<file path="src/verilog/asf_defs.svh">
`ifndef ASF_DEFS_SVH
`define ASF_DEFS_SVH

// ---------------------------------------------------------------
// Register offsets (byte addresses from the base I/O address)
// ---------------------------------------------------------------
`define ASF_ADDR_W             5
`define ASF_OFS_CONTROL        5'h10
`define ASF_OFS_STATUS         5'h14
`define ASF_OFS_TIMEOUT        5'h16
`define ASF_OFS_FIFO           5'h18

// ---------------------------------------------------------------
// Field positions
// ---------------------------------------------------------------
`define ASF_CTL_START          0
`define ASF_CTL_RESET          1
`define ASF_CTL_ZERO           2
`define ASF_CTL_CAL            3
`define ASF_CTL_TAG_SEL        5
`define ASF_CTL_STORE_MASK     16'h0ffc
`define ASF_STA_COUNT_LSB      11
`define ASF_STA_POINT_LSB      8
`define ASF_WORD_TAG_LSB       13

// ---------------------------------------------------------------
// Reset values
// ---------------------------------------------------------------
`define ASF_RST_POINT          16'h0000
`define ASF_RST_CONTROL        16'h0000
`define ASF_RST_TIMEOUT        16'h0000

// ---------------------------------------------------------------
// Sizes and timing
// ---------------------------------------------------------------
`define ASF_NUM_POINTS         8
`define ASF_FIFO_DEPTH         31
`define ASF_FIFO_CW            5
`define ASF_BUF_DEPTH          2
`define ASF_BUF_CW             2
`define ASF_DELAY_MULT         32
`define ASF_DELAY_EXTRA        2
`define ASF_CONV_CLK_PERIOD_US 0.136
`define ASF_SYS_CLK_PERIOD_NS  40

`endif

</file>
<file path="src/verilog/asf_pkg.sv">
`include "asf_defs.svh"

package asf_pkg;

  // ---------------------------------------------------------------
  // Point list entry
  // ---------------------------------------------------------------
  typedef struct packed {
    logic [3:0] settle;
    logic [1:0] rsv_hi;
    logic       timer;
    logic       rsv_lo;
    logic [2:0] neg_sel;
    logic [2:0] pos_sel;
    logic       pause;
    logic       loop;
  } asf_point_type;

  // ---------------------------------------------------------------
  // Host access and converter carriers
  // ---------------------------------------------------------------
  typedef struct packed {
    logic                     wr;
    logic                     rd;
    logic [`ASF_ADDR_W-1:0]   addr;
    logic [15:0]              wdata;
  } asf_host_req_type;

  typedef struct packed {
    logic       diag;
    logic [2:0] neg_sel;
    logic [2:0] pos_sel;
  } asf_chan_type;

  typedef struct packed {
    logic        sign;
    logic [11:0] value;
  } asf_result_type;

  typedef enum logic {ASF_TAG_POINT, ASF_TAG_SIGN} asf_tag_fmt_type;

  typedef enum logic [1:0] {SEQ_IDLE, SEQ_DELAY, SEQ_REQ, SEQ_WAIT} asf_seq_state_type;

endpackage

</file>
<file path="src/verilog/asf_delay_timer.sv">
`include "asf_defs.svh"

module asf_delay_timer (
  input  wire logic        clk,
  input  wire logic        rstn,
  input  wire logic        start,
  input  wire logic        abort,
  input  wire logic [15:0] delay,
  output logic             busy,
  output logic             done
);

  localparam int SYS_NS  = `ASF_SYS_CLK_PERIOD_NS;
  localparam int CONV_NS = int'(`ASF_CONV_CLK_PERIOD_US * 1000.0);
  localparam int AW      = 8;
  localparam int RW      = 22;

  logic [AW-1:0] acc_q;
  logic [RW-1:0] rem_q;
  logic          busy_q;
  logic          done_q;
  wire  [AW:0]   acc_sum = {1'b0, acc_q} + (AW+1)'(SYS_NS);
  wire           tick    = (acc_sum >= (AW+1)'(CONV_NS));
  wire  [AW-1:0] acc_d   = tick ? AW'(acc_sum - (AW+1)'(CONV_NS)) : acc_sum[AW-1:0];
  wire  [RW-1:0] load    = RW'(delay) * RW'(`ASF_DELAY_MULT) + RW'(`ASF_DELAY_EXTRA);

  assign busy = busy_q;
  assign done = done_q;

  // ---------------------------------------------------------------
  // Converter clock enable and stall counter
  // ---------------------------------------------------------------
  // Phase accumulator gives an exact 136 ns average tick from 40 ns
  always_ff @(posedge clk or negedge rstn)
  begin
    if (!rstn)
      acc_q <= '0;
    else
      acc_q <= start ? '0 : acc_d;
  end

  always_ff @(posedge clk or negedge rstn)
  begin
    if (!rstn)
    begin
      rem_q  <= '0;
      busy_q <= 1'b0;
      done_q <= 1'b0;
    end
    else
    begin
      done_q <= 1'b0;
      if (start)
      begin
        rem_q  <= load;
        busy_q <= 1'b1;
      end
      else if (abort)
        busy_q <= 1'b0;
      else if (busy_q && tick)
      begin
        rem_q <= rem_q - 1'b1;
        if (rem_q == RW'(1))
        begin
          busy_q <= 1'b0;
          done_q <= 1'b1;
        end
      end
    end
  end

  // ---------------------------------------------------------------
  // Checks
  // ---------------------------------------------------------------
  logic [RW-1:0] chk_ticks_q;
  logic [RW-1:0] chk_exp_q;

  always_ff @(posedge clk or negedge rstn)
  begin
    if (!rstn)
    begin
      chk_ticks_q <= '0;
      chk_exp_q   <= '0;
    end
    else if (start)
    begin
      chk_ticks_q <= '0;
      chk_exp_q   <= load;
    end
    else if (busy_q && tick)
      chk_ticks_q <= chk_ticks_q + 1'b1;
  end
endmodule

</file>
<file path="src/verilog/asf_fifo.sv">
module asf_fifo #(
  parameter int WIDTH = 16,
  parameter int DEPTH = 2,
  parameter int CW    = 2
) (
  input  wire logic             clk,
  input  wire logic             rstn,
  input  wire logic             flush,
  input  wire logic             in_valid,
  output logic                  in_ready,
  input  wire logic [WIDTH-1:0] in_data,
  output logic                  out_valid,
  input  wire logic             out_ready,
  output logic [WIDTH-1:0]      out_data,
  output logic [CW-1:0]         count
);

  localparam int IW = (DEPTH > 1) ? $clog2(DEPTH) : 1;
  localparam logic [IW-1:0] LAST = IW'(DEPTH - 1);
  localparam logic [CW-1:0] FULL = CW'(DEPTH);

  logic [WIDTH-1:0] mem_q [DEPTH];
  logic [IW-1:0]    wr_q;
  logic [IW-1:0]    rd_q;
  logic [CW-1:0]    cnt_q;
  logic [CW-1:0]    cnt_d;
  wire              push = in_valid && in_ready;
  wire              pop  = out_valid && out_ready;
  wire [IW-1:0]     wr_next = (wr_q == LAST) ? '0 : wr_q + 1'b1;
  wire [IW-1:0]     rd_next = (rd_q == LAST) ? '0 : rd_q + 1'b1;

  assign in_ready  = (cnt_q != FULL);
  assign out_valid = (cnt_q != '0);
  assign out_data  = mem_q[rd_q];
  assign count     = cnt_q;

  assign cnt_d = flush ? '0 :
                 (push && !pop) ? cnt_q + 1'b1 :
                 (pop && !push) ? cnt_q - 1'b1 : cnt_q;

  // ---------------------------------------------------------------
  // Storage, one flop word per entry
  // ---------------------------------------------------------------
  for (genvar i = 0; i < DEPTH; i++)
  begin : g_entry
    always_ff @(posedge clk or negedge rstn)
    begin
      if (!rstn)
        mem_q[i] <= '0;
      else if (push && wr_q == IW'(i))
        mem_q[i] <= in_data;
    end
  end

  always_ff @(posedge clk or negedge rstn)
  begin
    if (!rstn)
    begin
      wr_q  <= '0;
      rd_q  <= '0;
      cnt_q <= '0;
    end
    else
    begin
      wr_q  <= flush ? '0 : (push ? wr_next : wr_q);
      rd_q  <= flush ? '0 : (pop ? rd_next : rd_q);
      cnt_q <= cnt_d;
    end
  end

endmodule

</file>
<file path="src/verilog/asf_sequencer.sv">
`include "asf_defs.svh"

module asf_sequencer (
  input  wire logic                      CLOCK,
  input  wire logic                      RSTN,
  input  wire asf_pkg::asf_host_req_type HOST_REQ,
  output logic [15:0]                    HOST_RDATA,
  output logic                           SAMPLE_REQ,
  output asf_pkg::asf_chan_type          SAMPLE_CHAN,
  input  wire logic                      SAMPLE_VALID,
  input  wire asf_pkg::asf_result_type   SAMPLE_RESULT,
  output logic                           SAMPLE_READY,
  output logic                           CAL_REQ,
  output logic                           ZERO_REQ
);
  import asf_pkg::*;

  localparam int NP = `ASF_NUM_POINTS;

  // ---------------------------------------------------------------
  // Register decode
  // ---------------------------------------------------------------
  asf_point_type     point_q [NP];
  logic [15:0]       ctl_q;
  logic              start_q;
  logic [15:0]       timeout_q;
  logic              cal_q;
  logic              zero_q;
  logic [15:0]       rdata_q;

  wire               addr_is_point = (HOST_REQ.addr[4] == 1'b0) && (HOST_REQ.addr[0] == 1'b0);
  wire [2:0]         point_sel     = HOST_REQ.addr[3:1];
  wire               wr_point      = HOST_REQ.wr && addr_is_point;
  wire               ctl_wr        = HOST_REQ.wr && (HOST_REQ.addr == `ASF_OFS_CONTROL);
  wire               timeout_wr    = HOST_REQ.wr && (HOST_REQ.addr == `ASF_OFS_TIMEOUT);
  wire               rst_pulse     = ctl_wr && HOST_REQ.wdata[`ASF_CTL_RESET];
  wire               fifo_rd       = HOST_REQ.rd && (HOST_REQ.addr == `ASF_OFS_FIFO);
  asf_tag_fmt_type   tag_fmt;

  assign tag_fmt = asf_tag_fmt_type'(ctl_q[`ASF_CTL_TAG_SEL]);

  for (genvar i = 0; i < NP; i++)
  begin : g_point
    always_ff @(posedge CLOCK or negedge RSTN)
    begin
      if (!RSTN)
        point_q[i] <= asf_point_type'(`ASF_RST_POINT);
      else if (wr_point && point_sel == 3'(i))
        point_q[i] <= asf_point_type'(HOST_REQ.wdata);
    end
  end

  // ---------------------------------------------------------------
  // Sequencer state
  // ---------------------------------------------------------------
  asf_seq_state_type state_q;
  asf_seq_state_type state_d;
  logic [2:0]        ptr_q;
  logic [2:0]        tag_q;
  asf_chan_type      chan_q;
  logic              timer_busy;
  logic              timer_done;
  logic              buf_in_ready;

  asf_point_type     cur;
  assign cur = point_q[ptr_q];

  wire               go          = (state_q == SEQ_IDLE) && start_q && !rst_pulse;
  wire               timer_start = go && cur.timer;
  wire               accept      = SAMPLE_VALID && SAMPLE_READY;
  wire [2:0]         ptr_next    = (cur.loop || ptr_q == 3'(NP - 1)) ? 3'h0 : ptr_q + 3'h1;
  wire               hw_stop     = accept && cur.pause;

  assign SAMPLE_REQ   = (state_q == SEQ_REQ);
  assign SAMPLE_READY = (state_q == SEQ_WAIT) && buf_in_ready;
  assign SAMPLE_CHAN  = chan_q;

  always_comb
  begin
    state_d = state_q;
    case (state_q)
      SEQ_IDLE:
        if (go)
          state_d = cur.timer ? SEQ_DELAY : SEQ_REQ;
      SEQ_DELAY:
        if (timer_done)
          state_d = SEQ_REQ;
      SEQ_REQ:
        state_d = SEQ_WAIT;
      SEQ_WAIT:
        if (accept)
          state_d = SEQ_IDLE;
      default:
        state_d = SEQ_IDLE;
    endcase
    if (rst_pulse)
      state_d = SEQ_IDLE;
  end

  always_ff @(posedge CLOCK or negedge RSTN)
  begin
    if (!RSTN)
    begin
      state_q <= SEQ_IDLE;
      ptr_q   <= 3'h0;
      tag_q   <= 3'h0;
      chan_q  <= '0;
    end
    else
    begin
      state_q <= state_d;
      if (rst_pulse)
        ptr_q <= 3'h0;
      else if (accept)
        ptr_q <= ptr_next;
      if (go)
      begin
        tag_q  <= ptr_q;
        chan_q <= '{diag: ctl_q[11], neg_sel: cur.neg_sel, pos_sel: cur.pos_sel};
      end
    end
  end

  // ---------------------------------------------------------------
  // Control, timeout and calibration requests
  // ---------------------------------------------------------------
  always_ff @(posedge CLOCK or negedge RSTN)
  begin
    if (!RSTN)
    begin
      ctl_q     <= `ASF_RST_CONTROL;
      start_q   <= 1'b0;
      timeout_q <= `ASF_RST_TIMEOUT;
      cal_q     <= 1'b0;
      zero_q    <= 1'b0;
    end
    else
    begin
      cal_q  <= ctl_wr && HOST_REQ.wdata[`ASF_CTL_CAL];
      zero_q <= ctl_wr && HOST_REQ.wdata[`ASF_CTL_ZERO];
      if (ctl_wr)
        ctl_q <= HOST_REQ.wdata & `ASF_CTL_STORE_MASK;
      // A host write of start wins over the hardware stop
      if (rst_pulse)
        start_q <= 1'b0;
      else if (ctl_wr)
        start_q <= HOST_REQ.wdata[`ASF_CTL_START];
      else if (hw_stop)
        start_q <= 1'b0;
      if (timeout_wr)
        timeout_q <= HOST_REQ.wdata;
    end
  end

  assign CAL_REQ  = cal_q;
  assign ZERO_REQ = zero_q;

  asf_delay_timer u_timer (
    .clk   (CLOCK),
    .rstn  (RSTN),
    .start (timer_start),
    .abort (rst_pulse),
    .delay (timeout_q),
    .busy  (timer_busy),
    .done  (timer_done)
  );

  // ---------------------------------------------------------------
  // Result formatting and data path
  // ---------------------------------------------------------------
  wire [2:0]  word_tag = (tag_fmt == ASF_TAG_SIGN) ? {3{SAMPLE_RESULT.sign}} : tag_q;
  wire [15:0] buf_word = {word_tag, SAMPLE_RESULT.sign, SAMPLE_RESULT.value};

  logic                     buf_out_valid;
  logic [15:0]              buf_out_data;
  logic                     conv_in_ready;
  logic                     fifo_valid;
  logic [15:0]              fifo_data;
  logic [`ASF_FIFO_CW-1:0]  fifo_count;

  asf_fifo #(
    .WIDTH (16),
    .DEPTH (`ASF_BUF_DEPTH),
    .CW    (`ASF_BUF_CW)
  ) u_buf (
    .clk       (CLOCK),
    .rstn      (RSTN),
    .flush     (rst_pulse),
    .in_valid  (SAMPLE_VALID && state_q == SEQ_WAIT),
    .in_ready  (buf_in_ready),
    .in_data   (buf_word),
    .out_valid (buf_out_valid),
    .out_ready (conv_in_ready),
    .out_data  (buf_out_data),
    .count     ()
  );

  // The result FIFO has no bypass; every word passes through it
  asf_fifo #(
    .WIDTH (16),
    .DEPTH (`ASF_FIFO_DEPTH),
    .CW    (`ASF_FIFO_CW)
  ) u_conv_fifo (
    .clk       (CLOCK),
    .rstn      (RSTN),
    .flush     (rst_pulse),
    .in_valid  (buf_out_valid),
    .in_ready  (conv_in_ready),
    .in_data   (buf_out_data),
    .out_valid (fifo_valid),
    .out_ready (fifo_rd),
    .out_data  (fifo_data),
    .count     (fifo_count)
  );

  // ---------------------------------------------------------------
  // Read-back
  // ---------------------------------------------------------------
  wire [15:0] status_word = {fifo_count, ptr_q, 8'h00};
  wire [15:0] ctl_word    = ctl_q | {15'h0000, start_q};
  // An empty FIFO reads as zero and is left untouched
  wire [15:0] fifo_word   = fifo_valid ? fifo_data : 16'h0000;
  wire [15:0] rd_word     = addr_is_point ? 16'(point_q[point_sel]) :
                            (HOST_REQ.addr == `ASF_OFS_CONTROL) ? ctl_word :
                            (HOST_REQ.addr == `ASF_OFS_STATUS)  ? status_word :
                            (HOST_REQ.addr == `ASF_OFS_TIMEOUT) ? timeout_q :
                            (HOST_REQ.addr == `ASF_OFS_FIFO)    ? fifo_word : 16'h0000;

  always_ff @(posedge CLOCK or negedge RSTN)
  begin
    if (!RSTN)
      rdata_q <= 16'h0000;
    else if (HOST_REQ.rd)
      rdata_q <= rd_word;
  end

  assign HOST_RDATA = rdata_q;

  wire conv_push = buf_out_valid && conv_in_ready;
endmodule
</file>
<file path="config.mk">
export PLATFORM = sky130hd
export DESIGN_NAME = asf_sequencer
export DESIGN_NICKNAME = d
export VERILOG_FILES = /design/src/verilog/asf_pkg.sv /design/src/verilog/asf_delay_timer.sv /design/src/verilog/asf_fifo.sv /design/src/verilog/asf_sequencer.sv
export VERILOG_INCLUDE_DIRS = /design/src /design/src/verilog
export SDC_FILE = /design/constraint.sdc
export NUM_CORES = 1
export LEC_CHECK = 0
export BUFFER_PORTS_ARGS = -buffer_cell sky130_fd_sc_hd__buf_2
export CORE_ASPECT_RATIO = 2
export CORE_MARGIN = 5
export CORE_UTILIZATION = 50
export CTS_CLUSTER_DIAMETER = 100
export DETAILED_ROUTE_END_ITERATION = 6
export GPL_TIMING_DRIVEN = 0
export PLACE_DENSITY = 0.78
export SYNTH_ARGS = -nofsm -noshare
export SYNTH_HDL_FRONTEND = slang
export SYNTH_SLANG_ARGS = --single-unit
</file>
<file path="constraint.sdc">
create_clock -name CLOCK -period 3.3 [get_ports CLOCK]
set_input_delay 0.99 -clock CLOCK [delete_from_list [all_inputs] [get_ports CLOCK]]
set_output_delay 0.99 -clock CLOCK [all_outputs]
set_load 0.02 [all_outputs]
</file>
==> flow_metrics.env <==
export IMPL_outcome="complete, but fails checks"
export IMPL_violations="setup timing"
export IMPL_grt_use_total_pct=30.7
export IMPL_clockBufferDepth=3
export IMPL_critical_path_max_fanout=10
export IMPL_ys_async_sr_fraction_pct=100
export IMPL_grt_pass1_vias=27011
export IMPL_synth_top_area_share_pct=54.8
export IMPL_register_area_sq_um=19100
export IMPL_detailedPlace_worstSlack_ns=-0.879
export IMPL_fmax_mhz=300
export IMPL_hp_class="input port to async pin"
export IMPL_worstReg2RegEnd="HOST_RDATA[4]"
export IMPL_area_delta_synth_final_pct=11.8
export IMPL_skew_ns=0.0357
export IMPL_grt_max_degree=129
export IMPL_grt_pass1_wl_um=174000
export IMPL_powerDensity_nw_per_um2=1010
export IMPL_relSlewSlack_pct=12.4
export IMPL_synth_edf_count=0
export IMPL_antenna_found_initial=2
export IMPL_synth_fa_ha_area_share_pct=0.775
export IMPL_muxShareOfSynthArea_pct=19.4
export IMPL_syn_area_per_cell_sq_um=11.4
export IMPL_yosysUniqueCellTypes=72
export IMPL_drv_cap=0
export IMPL_worstPathArrival_ns=3.83
export IMPL_die_area_sq_um=75500
export IMPL_path_class="flop to flop"
export IMPL_comb_power_share_pct=39.6
export IMPL_p_clk_share_pct=21.9
export IMPL_placed_cell_area_sq_um=36500
export IMPL_r2r_setup_slack_ns=-0.03
export IMPL_place_hpwl_um=80700
export IMPL_fill_cells=5605
export IMPL_netlist_area_sq_um=34900
export IMPL_cp_start_kind="flop"
export IMPL_fin_crit_ns=3.33
export IMPL_overflow=0
export IMPL_postCtsHoldBufs=0
export IMPL_num_vias=27297
export IMPL_yosys_area_share_simple_pct=9.66
export IMPL_switchingPower_mw=15.9
export IMPL_finalCritPeriodShare_pct=101
export IMPL_ir_worst_vdd_mv=0.765
export IMPL_ys_top_cells_by_area="dfrtp_1 55%, mux4_2 12%, mux2_2 5.7%"
export IMPL_synth_compound_area_share_pct=11.5
export IMPL_swShare_pct=40.3
export IMPL_cts_tree="done"
export IMPL_synth_cells=3068
export IMPL_gp_congestion=1.03
export IMPL_die_w_um=197
export IMPL_yosysTopAreaCell="dfrtp_1"
export IMPL_synth_xor_area_share_pct=0.577
export IMPL_endpoint_kind="flop"
export IMPL_post_drt_wl_per_cell_um=28.0
export IMPL_cp_required_ns=3.79
export IMPL_timing_rr_start="u_conv_fifo.rd_q[2]"
export IMPL_ant_nets=0
export IMPL_core_area_sq_um=69400
export IMPL_start_util_pct=50.3
export IMPL_multi_input_area_sq_um=14700
export IMPL_setup_tns_ns=-0.107
export IMPL_drtIter0Drc=3783
export IMPL_wl_um=117000
export IMPL_numCtsBuffers=70
export IMPL_final_nets=3258
export IMPL_clk_pin_slew_ns=0.07
export IMPL_drc=0
export IMPL_htree_levels=3
export IMPL_hold_viol_final=0
export IMPL_setup_ws_ns=-0.0343
export IMPL_cts_sinks=764
export IMPL_synth_top_family_by_area="multiplexers"
export IMPL_final_layout_size_suffix_gt1_share_pct=18.4
export IMPL_firstDrtPassIters=6
export IMPL_yosysWarnings=0
export IMPL_routed_via_density=6.56
export IMPL_ios=66
export IMPL_syn_num_nets=3128
export IMPL_clock_latency_ns=0.64
export IMPL_rows=137
export IMPL_ys_seq_elements=764
export IMPL_cts_root_buf="clkbuf_16"
export IMPL_pwr_share_seq_pct=38.5
export IMPL_intPower_mw=23.6
export IMPL_setup_violations=4
export IMPL_final_area_sq_um=39000
export IMPL_synth_flop_cell="dfrtp_1"
export IMPL_r2r_cells=8
export IMPL_synth_seq_area_share_pct=54.8
export IMPL_die_h_um=384
export IMPL_port_buffers=52
export IMPL_rsz0062_at_grt="no"
export IMPL_cp_startpoint="u_conv_fifo.rd_q[2]"
export IMPL_slew_violations=0
export IMPL_cellLeakagePower_nw=16.9
export IMPL_worstMarginPinSlew_ns=1.30
sequential cells by signal (all words and copies together), names as in the netlist, 7 cells and up:
register,flops
timeout_q,16
u_buf.mem_q,32
point_q,128
ctl_q,10
SAMPLE_CHAN,7
u_conv_fifo.mem_q,496
u_timer.rem_q,22
HOST_RDATA,16
routing by layer:
metal  vias up  track usage (%)  part of all wire [%]
met5         -                0                     0
met4         0             17.2                   6.8
met3       376             10.2                    13
met2      1914             44.8                    44
met1     13840             40.7                    36
li1      11167                -                     -
cell usage in the layout (no fill, tap or decap), drive strengths merged, types with 8 or more instances in the layout:
master and instances:
dfrtp 764, nor2 399, a21oi 357, nand2 310, clkbuf 306, o21ai 239
mux4 179, mux2 176, buf 115, mux2i 77, inv 22, ha 20
nor3 16, clkinv 16, nor2b 15, o211ai 15, nand3 13, xor2 12
xnor2 11, or3 11, and3 11, o2111ai 11, a211oi 10, a31oi 9
a221oi 9, bufinv 8
power by group through the flow:
stage / Sequential [mW] / Clock (mW) / Combinational (mW)
2_1_floorplan: 14.5 / 0 / 9.59
3_3_place_gp: 15.0 / 0 / 14.4
3_5_place_dp: 15.2 / 0 / 14.9
4_1_cts: 15.1 / 8.64 / 15.1
5_1_grt: 15.5 / 9.02 / 16.4
6_report: 15.2 / 8.66 / 15.7
cells by family (layout without fill, tap and decap cells):
logic type | after synthesis | count (layout)
multiplexers | 432 | 432
AND/OR/NAND/NOR | 820 | 820
other | 0 | 4
flip-flops | 764 | 764
buffers and inverters | 290 | 475
AO/OA/AOI/OAI | 718 | 718
adder cells (fa/ha/maj) | 21 | 21
XOR/XNOR | 23 | 23
Yosys cell counts, types with 4 or more instances:
| library cell | count |
|---|---|
| dfrtp_1 | 764 |
| nor2_1 | 399 |
| a21oi_1 | 357 |
| nand2_1 | 310 |
| o21ai_0 | 238 |
| clkbuf_1 | 205 |
| mux4_2 | 179 |
| mux2_2 | 176 |
| mux2i_1 | 77 |
| buf_2 | 36 |
| buf_1 | 25 |
| ha_1 | 20 |
| inv_1 | 18 |
| nor3_1 | 16 |
| nor2b_1 | 15 |
| o211ai_1 | 15 |
| nand3_1 | 13 |
| xor2_1 | 12 |
| and3_1 | 11 |
| or3_1 | 11 |
| xnor2_1 | 11 |
| a211oi_1 | 10 |
| o2111ai_1 | 10 |
| a221oi_1 | 9 |
| a31oi_1 | 9 |
| nor3b_1 | 6 |
| nor4_1 | 6 |
| o21a_1 | 6 |
| o22a_1 | 6 |
| o22ai_1 | 6 |
| o2bb2ai_1 | 5 |
| o31ai_1 | 5 |
| or4_1 | 5 |
| a21o_1 | 4 |
| a311oi_1 | 4 |
| a32oi_1 | 4 |
| and2_1 | 4 |
| buf_4 | 4 |
| nand2b_1 | 4 |
| nand3b_1 | 4 |
| o221ai_1 | 4 |
| or2_2 | 4 |
final cells by class:
cell class	count	share of cell area, %
antenna	4	0.0257
buffer	269	2.94
clock buffer	96	5.13
clock inverter	31	1.02
inverter	20	0.192
multi-input combinational	2014	37.6
sequential	764	49.0
tap	903	2.90
timing repair buffer	59	1.19
metrics by stage:
step	utilization (%)	hold slack (ns)	instances	power, mW
after floorplan	-	0.445	3068	24.1
after global placement	52.3	0.455	4023	29.4
after detailed placement	52.6	0.465	4030	30.0
after CTS	56.1	0.344	4157	38.8
after global routing	56.2	0.388	4157	40.9
final	56.2	0.330	4160	39.5
how the worst max path moves through the flow:
stage / slack, ns / endpoint / depth (start not counted)
2_1_floorplan: 0.10 / u_conv_fifo.count[4] / 11
3_3_place_gp: -14.44 / point_q[70] / 1
3_5_place_dp: -0.88 / HOST_RDATA[3] / 8
4_1_cts: -0.0001 / HOST_RDATA[2] / 8
5_1_grt: 0.002 / HOST_RDATA[4] / 8
6_report: -0.03 / HOST_RDATA[4] / 8
timing repair:
item | CTS | global route
gates resized for setup | 27 | 20
setup buffers | 0 | 0
setup endpoints to repair | 139 | 59
critical path: stages (launching register included):
cell and delay [ns]:
dfrtp_1 0.37, buf_2 0.19, buf_2 0.27, inv_2 0.27, buf_2 0.36, clkbuf_1 0.67
mux4_2 0.49, o211ai_1 0.41, a21oi_1 0.16
No activity file was read; power rests on OpenSTA's default activity.
